## config.mk

```make
export PLATFORM = sky130hd
export DESIGN_NAME = t2ar_timer
export DESIGN_NICKNAME = d
export VERILOG_FILES = /design/src/include/t2ar_pkg.sv /design/src/rtl/t2ar_timer.sv
export VERILOG_INCLUDE_DIRS = /design/src /design/src/include
export SDC_FILE = /design/constraint.sdc
export NUM_CORES = 1
export LEC_CHECK = 0
export BUFFER_PORTS_ARGS = -buffer_cell sky130_fd_sc_hd__buf_2
export CORE_MARGIN = 1.5
export CORE_UTILIZATION = 55
export DETAILED_ROUTE_END_ITERATION = 6
export PLACE_DENSITY_LB_ADDON = 0.05
export SLEW_MARGIN = 20
export SYNTH_ARGS = -nofsm -noshare
export SYNTH_HDL_FRONTEND = slang
export SYNTH_SLANG_ARGS = --single-unit
export TNS_END_PERCENT = 5
```

## constraint.sdc

```tcl
create_clock -name pclk -period 3.15 [get_ports pclk]
set_input_delay 0.4725 -clock pclk [delete_from_list [all_inputs] [get_ports pclk]]
set_output_delay 0.4725 -clock pclk [all_outputs]
set_load 0.05 [all_outputs]
```

## src/include/t2ar_defines.svh

```systemverilog
// register map, field positions, reset values and timing counts of the reload timer
`ifndef T2AR_DEFINES_SVH
`define T2AR_DEFINES_SVH

// ----------------------------------------------------------------
// register byte offsets
// ----------------------------------------------------------------
`define T2AR_OFS_CTRL      8'h00
`define T2AR_OFS_STATUS    8'h04
`define T2AR_OFS_CLEAR     8'h08
`define T2AR_OFS_IRQ_EN    8'h0C
`define T2AR_OFS_RELOAD    8'h10
`define T2AR_OFS_COUNT     8'h14

// ----------------------------------------------------------------
// field positions
// ----------------------------------------------------------------
`define T2AR_CTRL_RUN      0
`define T2AR_CTRL_EXTEN    1
`define T2AR_CTRL_DIREN    2
`define T2AR_FLAG_OVF      0
`define T2AR_FLAG_EXT      1

// ----------------------------------------------------------------
// reset values and counts
// ----------------------------------------------------------------
`define T2AR_CTRL_RST      3'h0
`define T2AR_RELOAD_RST    16'h0000
`define T2AR_COUNT_RST     16'h0000
`define T2AR_COUNT_TOP     16'hFFFF
`define T2AR_CLKS_PER_TICK 12

`endif

```

## src/include/t2ar_pkg.sv

```systemverilog
// types shared by the reload timer
package t2ar_pkg;

    // operating mode decoded from the control bits
    typedef enum logic [1:0]
    {
        T2AR_MODE_RELOAD  = 2'b00,
        T2AR_MODE_TRIGGER = 2'b01,
        T2AR_MODE_UPDOWN  = 2'b11
    } t2ar_mode_t;

    typedef logic [15:0] t2ar_word_t;

endpackage : t2ar_pkg

```

## src/rtl/t2ar_timer.sv

```systemverilog
// 16-bit auto-reload up/down timer with apb register access
`timescale 1ns/10ps
`include "t2ar_defines.svh"

module t2ar_timer
#(
    parameter int CLKS_PER_TICK = `T2AR_CLKS_PER_TICK
)
(
    input  wire logic              pclk,
    input  wire logic              presetn,
    input  wire logic              clk_en,
    input  wire logic              psel,
    input  wire logic              penable,
    input  wire logic              pwrite,
    input  wire logic [7:0]        paddr,
    input  wire logic [31:0]       pwdata,
    output logic      [31:0]       prdata,
    output logic                   pready,
    output logic                   pslverr,
    input  wire logic              external_trigger_pin,
    output t2ar_pkg::t2ar_word_t   count_value,
    output logic                   irq
);
    import t2ar_pkg::*;

    localparam int PW = (CLKS_PER_TICK > 1) ? $clog2(CLKS_PER_TICK) : 1;
    localparam logic [PW-1:0] PRE_LAST = PW'(CLKS_PER_TICK - 1);

    // ----------------------------------------------------------------
    // state
    // ----------------------------------------------------------------
    logic [2:0]     ctrl_r;
    logic [1:0]     irq_en_r;
    t2ar_word_t     reload_r;
    t2ar_word_t     count_r;
    t2ar_word_t     count_nxt;
    logic           overflow_flag_r;
    logic           overflow_flag_nxt;
    logic           external_event_flag_r;
    logic           external_event_flag_nxt;
    logic           pin_prev_r;
    logic [PW-1:0]  pre_r;
    logic [31:0]    prdata_r;

    // ----------------------------------------------------------------
    // apb decode
    // ----------------------------------------------------------------
    wire setup_rd  = psel & ~penable & ~pwrite;
    wire acc_wr    = psel & penable & pwrite;
    wire hit_ctrl  = (paddr == `T2AR_OFS_CTRL);
    wire hit_stat  = (paddr == `T2AR_OFS_STATUS);
    wire hit_clr   = (paddr == `T2AR_OFS_CLEAR);
    wire hit_en    = (paddr == `T2AR_OFS_IRQ_EN);
    wire hit_rld   = (paddr == `T2AR_OFS_RELOAD);
    wire hit_cnt   = (paddr == `T2AR_OFS_COUNT);
    wire addr_ok   = hit_ctrl | hit_stat | hit_clr | hit_en | hit_rld | hit_cnt;
    wire wr_ctrl   = acc_wr & hit_ctrl;
    wire wr_clr    = acc_wr & hit_clr;
    wire wr_en     = acc_wr & hit_en;
    wire wr_rld    = acc_wr & hit_rld;
    wire wr_cnt    = acc_wr & hit_cnt;
    wire clr_ovf   = wr_clr & pwdata[`T2AR_FLAG_OVF];
    wire clr_ext   = wr_clr & pwdata[`T2AR_FLAG_EXT];

    assign pready  = 1'b1;
    assign pslverr = psel & penable & ~addr_ok;
    assign prdata  = prdata_r;

    // ----------------------------------------------------------------
    // mode and count events
    // ----------------------------------------------------------------
    wire run_control_bit           = ctrl_r[`T2AR_CTRL_RUN];
    wire external_trigger_enable   = ctrl_r[`T2AR_CTRL_EXTEN];
    wire count_direction_enable    = ctrl_r[`T2AR_CTRL_DIREN];

    t2ar_mode_t mode;
    assign mode = count_direction_enable  ? T2AR_MODE_UPDOWN  :
                  external_trigger_enable ? T2AR_MODE_TRIGGER : T2AR_MODE_RELOAD;

    wire updown    = (mode == T2AR_MODE_UPDOWN);
    wire tick      = run_control_bit & (pre_r == PRE_LAST);
    wire count_up  = ~updown | external_trigger_pin;
    wire at_top    = (count_r == `T2AR_COUNT_TOP);
    wire at_bottom = (count_r == reload_r);
    wire wrap_up   = tick & count_up & at_top;
    wire wrap_dn   = tick & ~count_up & at_bottom;
    wire wrap_any  = wrap_up | wrap_dn;
    // falling edge only while trigger mode active
    wire trig_evt  = pin_prev_r & ~external_trigger_pin & (mode == T2AR_MODE_TRIGGER);
    // reload on overflow or trigger edge
    wire reload_ev = wrap_up | (trig_evt & run_control_bit);

    // ----------------------------------------------------------------
    // next count
    // ----------------------------------------------------------------
    always_comb
    begin
        if (wr_cnt)
            count_nxt = pwdata[15:0];
        else if (wrap_dn)
            count_nxt = `T2AR_COUNT_TOP;
        else if (reload_ev)
            count_nxt = reload_r;
        else if (tick)
            count_nxt = count_up ? count_r + 16'h0001 : count_r - 16'h0001;
        else
            count_nxt = count_r;
    end

    // ----------------------------------------------------------------
    // flags
    // ----------------------------------------------------------------
    always_comb
    begin
        // only software clears; set wins over clear
        overflow_flag_nxt = overflow_flag_r & ~clr_ovf;
        // overflow or underflow sets the flag
        if (wrap_any)
            overflow_flag_nxt = 1'b1;
        external_event_flag_nxt = external_event_flag_r & ~clr_ext;
        if (trig_evt)
            external_event_flag_nxt = 1'b1;
        // in up/down mode the seventeenth bit toggles on each wrap
        if (updown & wrap_any)
            external_event_flag_nxt = ~external_event_flag_r;
    end

    // ----------------------------------------------------------------
    // interrupt
    // ----------------------------------------------------------------
    // or of enabled flags, external flag gated in direction mode
    assign irq = (overflow_flag_r & irq_en_r[`T2AR_FLAG_OVF])
               | (external_event_flag_r & irq_en_r[`T2AR_FLAG_EXT] & ~updown);

    // ----------------------------------------------------------------
    // read data
    // ----------------------------------------------------------------
    wire [31:0] rd_data = hit_ctrl ? {29'h0000_0000, ctrl_r} :
                          hit_stat ? {30'h0000_0000, external_event_flag_r, overflow_flag_r} :
                          hit_en   ? {30'h0000_0000, irq_en_r} :
                          hit_rld  ? {16'h0000, reload_r} :
                          hit_cnt  ? {16'h0000, count_r} : 32'h0000_0000;

    // ----------------------------------------------------------------
    // registers
    // ----------------------------------------------------------------
    always_ff @(posedge pclk or negedge presetn)
    begin
        if (!presetn)
        begin
            ctrl_r   <= `T2AR_CTRL_RST;
            irq_en_r <= 2'b00;
            reload_r <= `T2AR_RELOAD_RST;
            prdata_r <= 32'h0000_0000;
        end
        else if (clk_en)
        begin
            if (wr_ctrl)
                ctrl_r <= pwdata[2:0];
            if (wr_en)
                irq_en_r <= pwdata[1:0];
            // reload pair written only by software
            if (wr_rld)
                reload_r <= pwdata[15:0];
            if (setup_rd)
                prdata_r <= rd_data;
        end
    end

    always_ff @(posedge pclk or negedge presetn)
    begin
        if (!presetn)
        begin
            count_r               <= `T2AR_COUNT_RST;
            overflow_flag_r       <= 1'b0;
            external_event_flag_r <= 1'b0;
            pin_prev_r            <= 1'b1;
            pre_r                 <= '0;
        end
        else if (clk_en)
        begin
            count_r               <= count_nxt;
            overflow_flag_r       <= overflow_flag_nxt;
            external_event_flag_r <= external_event_flag_nxt;
            pin_prev_r            <= external_trigger_pin;
            // prescaler runs only with run set
            if (!run_control_bit || tick)
                pre_r <= '0;
            else
                pre_r <= pre_r + PW'(1);
        end
    end

    assign count_value = count_r;

    // ----------------------------------------------------------------
    // checks
    // ----------------------------------------------------------------
    a_up_overflow_flag:
    assert property (@(posedge pclk) disable iff (!presetn)
        clk_en && tick && !updown && at_top |=> overflow_flag_r)
    else $error("overflow flag not set at top");

    a_up_reload_load:
    assert property (@(posedge pclk) disable iff (!presetn)
        clk_en && tick && !updown && at_top && !wr_cnt |=> count_r == $past(reload_r))
    else $error("count not reloaded on overflow");

    a_trig_reload:
    assert property (@(posedge pclk) disable iff (!presetn)
        clk_en && run_control_bit && external_trigger_enable && !count_direction_enable
        && pin_prev_r && !external_trigger_pin && !wr_cnt
        |=> count_r == $past(reload_r))
    else $error("trigger edge did not reload");

    a_trig_flag_set:
    assert property (@(posedge pclk) disable iff (!presetn)
        clk_en && external_trigger_enable && !count_direction_enable
        && pin_prev_r && !external_trigger_pin |=> external_event_flag_r)
    else $error("trigger edge did not set external flag");

    a_up_irq_flags:
    assert property (@(posedge pclk) disable iff (!presetn)
        !updown && external_event_flag_r && irq_en_r[`T2AR_FLAG_EXT] |-> irq)
    else $error("external flag did not raise irq");

    a_irq_or_flags:
    assert property (@(posedge pclk) disable iff (!presetn)
        irq |-> overflow_flag_r || external_event_flag_r)
    else $error("irq without flag");

    a_dir_up_step:
    assert property (@(posedge pclk) disable iff (!presetn)
        clk_en && tick && updown && external_trigger_pin && !at_top && !wr_cnt
        |=> count_r == $past(count_r) + 16'h0001)
    else $error("up count step wrong");

    a_dir_up_wrap:
    assert property (@(posedge pclk) disable iff (!presetn)
        clk_en && tick && updown && external_trigger_pin && at_top && !wr_cnt
        |=> overflow_flag_r && count_r == $past(reload_r))
    else $error("up/down overflow wrong");

    a_dir_down_step:
    assert property (@(posedge pclk) disable iff (!presetn)
        clk_en && tick && updown && !external_trigger_pin && !at_bottom && !wr_cnt
        |=> count_r == $past(count_r) - 16'h0001)
    else $error("down count step wrong");

    a_dir_underflow:
    assert property (@(posedge pclk) disable iff (!presetn)
        clk_en && tick && updown && !external_trigger_pin && at_bottom && !wr_cnt
        |=> overflow_flag_r && count_r == 16'hFFFF)
    else $error("underflow did not load top");

    a_ext_toggle:
    assert property (@(posedge pclk) disable iff (!presetn)
        clk_en && updown && wrap_any |=> external_event_flag_r != $past(external_event_flag_r))
    else $error("external flag did not toggle");

    a_dir_no_ext_irq:
    assert property (@(posedge pclk) disable iff (!presetn)
        updown && !(overflow_flag_r && irq_en_r[`T2AR_FLAG_OVF]) |-> !irq)
    else $error("external flag raised irq in up/down mode");

    a_flag_sticky:
    assert property (@(posedge pclk) disable iff (!presetn)
        overflow_flag_r && !clr_ovf |=> overflow_flag_r)
    else $error("overflow flag dropped without clear");

    a_tick_spacing:
    assert property (@(posedge pclk) disable iff (!presetn)
        clk_en && tick |=> !tick)
    else $error("ticks too close");

    a_run_hold:
    assert property (@(posedge pclk) disable iff (!presetn)
        !run_control_bit && !wr_cnt |=> $stable(count_r))
    else $error("count moved while stopped");

    a_freeze_count:
    assert property (@(posedge pclk) disable iff (!presetn)
        !clk_en |=> $stable(count_r) && $stable(pre_r))
    else $error("count moved while clock enable low");

    a_freeze_flags:
    assert property (@(posedge pclk) disable iff (!presetn)
        !clk_en |=> $stable(overflow_flag_r) && $stable(external_event_flag_r))
    else $error("flags moved while clock enable low");

    a_ovf_clear:
    assert property (@(posedge pclk) disable iff (!presetn)
        clk_en && clr_ovf && !wrap_any |=> !overflow_flag_r)
    else $error("overflow flag survived a clear");

    a_ext_clear:
    assert property (@(posedge pclk) disable iff (!presetn)
        clk_en && clr_ext && !trig_evt && !(updown && wrap_any) |=> !external_event_flag_r)
    else $error("external flag survived a clear");

    a_ovf_irq:
    assert property (@(posedge pclk) disable iff (!presetn)
        overflow_flag_r && irq_en_r[`T2AR_FLAG_OVF] |-> irq)
    else $error("overflow flag did not raise irq");

    a_stop_no_wrap:
    assert property (@(posedge pclk) disable iff (!presetn)
        !run_control_bit && !overflow_flag_r |=> !overflow_flag_r)
    else $error("overflow flag set while stopped");

    a_ext_flag_quiet:
    assert property (@(posedge pclk) disable iff (!presetn)
        !external_event_flag_r && !(count_direction_enable && wrap_any)
        && !(external_trigger_enable && pin_prev_r && !external_trigger_pin)
        |=> !external_event_flag_r)
    else $error("external flag set without an event");

endmodule : t2ar_timer

```

==> impl_metrics.yaml <==
global_route:
  grt.total_usage_pct: 28.30
  grt_pass1_wl_mm: 18.25
  antenna_found_initial: 0
  grt_max_degree: 34
  grt_overflow: 0
  grt_pass1_vias: 3504
final_layout:
  layout_common_cells: "buf_2, nand2_1, dfrtp_1"
  drive_above_1_share_pct: 25.95
  nFillCells: 663
  final_core_util_pct: 64.92
  final_common_cell: "buf_2"
  final_nets: 582
  syn_to_final_growth_pct: 12.40
  n_antenna_cell: 0
  fin_cells: 623
synthesis:
  synth_edf_count: 0
  synth_seq_cells: 60
  ys_warn_count: 0
  netlist_instances: 461
  async_flop_share_pct: 100.0
  avgSynthCellArea_um2: 9.282
  synth.distinct_cells: 72
  syn_area_um2: 4279
  synth_mux_area_share_pct: 8.070
  yosys.area_share.simple_pct: 17.95
  synth_compound_area_share_pct: 20.61
  synth_top_family_by_area: "compound AO/OA/AOI/OAI gates"
  synthXorXnorAreaFrac_pct: 5.731
  synth_adder_area_share_pct: 4.854
  ys.flop_type: "dfrtp_1"
  ys_seq_area_share_pct: 35.12
die:
  start_util_pct: 57.76
  die_w_um: 91.21
  placeableCoreArea_um2: 7408
  rows: 31
  dieArea_um2: 8318
  ios: 98
  die_h_um: 91.21
critical_path:
  rrSetupSlack_ns: 0.38
  r2r_end: "count_value[14]$_DFFE_PN0P_"
  r2r-start: "ctrl_r[2]$_DFFE_PN0P_"
  crit_arrival_ns: 3.02
  reg2reg_depth: 10
  startpoint_type: "flip-flop"
  critPathRequiredTime_ns: 3.39
  crit_fanout: 11
  end_kind: "flip-flop"
  crit_type: "flip-flop to flip-flop"
drt:
  met3_length_um: 807
  firstDrtPassIters: 5
  drt-initial-drc-count: 295
  dr_total_vias: 3715
  finalWirelength_mm: 11.44
  wl_met2_mm: 5.239
  vias_per_cell: 5.963
  postRouteAntennaNets: 0
  highest_layer: "met4"
  wl_per_cell_um: 18.36
  wl_met1_mm: 5.272
  drc: 0
power:
  p_per_area_nw_per_um2: 382.5
  pwr-share-clk_pct: 48.3
  combPwrFrac_pct: 8.9
  p_sw_share_pct: 25.76
  pwr-share-seq_pct: 42.8
  leakage_uw: 0.002336
  peakVddDrop_mv: 0.2262
  internal_power_uw: 1366
  p_switching_uw: 473.8
clock_network:
  numCtsBuffers: 9
  worstSkewPairLatency_ns: 0.35
  postCtsSetupBuffers: 0
  cts_max_level: 3
  cts_root_buf: "clkbuf_8"
  cts_hold_buffers: 0
  clock_path_buffers: 2
  cts.sinks: 60
  clkSlewWorstSetupHoldPaths_ns: 0.08
  tritoncts: "built"
  ctsResizeCount: 0
sta:
  finalClockSkew_ns: 0.01382
  worstMarginPinSlew_ns: 0.7061
  finalHoldViolCount: 0
  slew_viol_final: 0
  fin_hold_ws_ns: 0.1382
  max_freq_ghz: 0.3604
  tns_ns: 0
  finalSetupViolCount: 0
  rsz0062_at_grt: "false"
  fin_crit_sh_pct: 88.08
  finalCriticalPeriod_ns: 2.775
  worst_slew_margin_rel_pct: 52.82
placement:
  hpwl_mm: 8.336
  io_buffers: 64
  dp_cells: 607
  gp_congestion: 0.9276
flow_run:
  drv_cap: 0
worst_hold_path:
  hold_class: "input pin to async pin"
status:
  outcome: "completed"
==> layout make-up <==
class                           instances  area, µm²  share of cell area (%)
Multi-Input combinational cell        367       2512                   52.24
Sequential cell                        60       1503                   31.24
Timing Repair Buffer                   74      395.4                   8.221
Clock buffer                           10      137.6                   2.862
Tap cell                               99      123.9                   2.575
Clock inverter                          6      111.4                   2.315
Inverter                                7      26.28                  0.5463
==> layer usage <==
metal / vias to the layer above / GRT usage [%]
li1: 1765 / -
met1: 1776 / 40.48
met2: 163 / 44.34
met3: 11 / 4.271
met4: 0 / 8.073
met5: - / 0
==> metrics by stage <==
stage | power [µW] | instance area [µm²] | setup WS, ns
2_1_floorplan | 925.5 | 4335 | 0.4648
3_3_place_gp | 963.1 | 4561 | 0.3031
3_5_place_dp | 965.7 | 4561 | 0.2778
4_1_cts | 1842 | 4810 | 0.4201
5_1_grt | 1896 | 4810 | 0.1693
6_report | 1840 | 4810 | 0.3754
==> Yosys cell counts (all sizes together), types with 2 or more instances <==
cell | n | area (µm²)
nand2 | 61 | 231.5
a21o | 8 | 60.06
o21bai | 2 | 18.77
dfrtp | 59 | 1476
and3 | 9 | 62.56
xor2 | 7 | 61.31
a22o | 2 | 17.52
inv | 7 | 26.28
clkbuf | 9 | 36.29
nor3b | 3 | 22.52
and4 | 2 | 17.52
ha | 15 | 187.7
or3 | 5 | 31.28
o21ai | 45 | 232.7
a311o | 2 | 20.02
mux2i | 6 | 60.06
a211oi | 2 | 20.02
mux2 | 22 | 285.3
a31oi | 10 | 77.57
nor2 | 18 | 70.07
conb | 2 | 7.510
buf | 33 | 257.7
nor2b | 5 | 46.30
nand4 | 9 | 56.30
a21oi | 24 | 120.1
nand3 | 14 | 70.07
xnor2 | 21 | 183.9
o21a | 2 | 16.27
a22oi | 15 | 112.6
and2 | 3 | 23.78
a31o | 3 | 35.04
o211ai | 7 | 52.55
nor3 | 11 | 81.33
==> power groups by stage <==
| stage | Clock (µW) | Combinational [µW] | Sequential [µW] |
|---|---|---|---|
| 3_3_place_gp | 0 | 162 | 801 |
| 3_5_place_dp | 0 | 164 | 802 |
| 4_1_cts | 891 | 164 | 787 |
| 5_1_grt | 930 | 177 | 788 |
| 6_report | 888 | 164 | 787 |
| 2_1_floorplan | 0 | 113 | 813 |
==> registers in the layout, summed over array words and instances (netlist names) <==
register / count
count_value: 16
ctrl_r: 3
reload_r: 16
irq_en_r: 2
overflow_flag_r: 1
pre_r: 4
pin_prev_r: 1
external_event_flag_r: 1
prdata: 16
==> cell families (layout without fill, tap and decap cells) <==
group / Yosys count / count (layout)
xor+xnor: 28 / 28
mux: 28 / 28
other cells: 2 / 17
flops: 60 / 60
fa+ha+maj: 16 / 16
buf+inv: 49 / 97
simple gates: 146 / 146
compound gates: 132 / 132
==> worst max-delay path by stage <==
stage,start,end,depth (start not counted)
global placement,external_trigger_pin,count_value[14]$_DFFE_PN0P_,11
finish,ctrl_r[2]$_DFFE_PN0P_,count_value[14]$_DFFE_PN0P_,10
global route,ctrl_r[2]$_DFFE_PN0P_,count_value[15]$_DFFE_PN0P_,10
CTS,ctrl_r[2]$_DFFE_PN0P_,count_value[14]$_DFFE_PN0P_,10
detailed placement,external_trigger_pin,count_value[14]$_DFFE_PN0P_,11
floorplan,external_trigger_pin,count_value[12]$_DFFE_PN0P_,9
==> critical path, cell delays in order (launching register included) <==
cell and delay (ns):
dfrtp_1 0.46, and2b_1 0.27, buf_4 0.22, ha_1 0.39
a211oi_2 0.25, o21bai_1 0.13, a31oi_1 0.28, o211ai_1 0.14
xnor2_1 0.19, o211ai_1 0.12, a22o_1 0.22
Note: power is estimated with default switching activity, not from simulation.
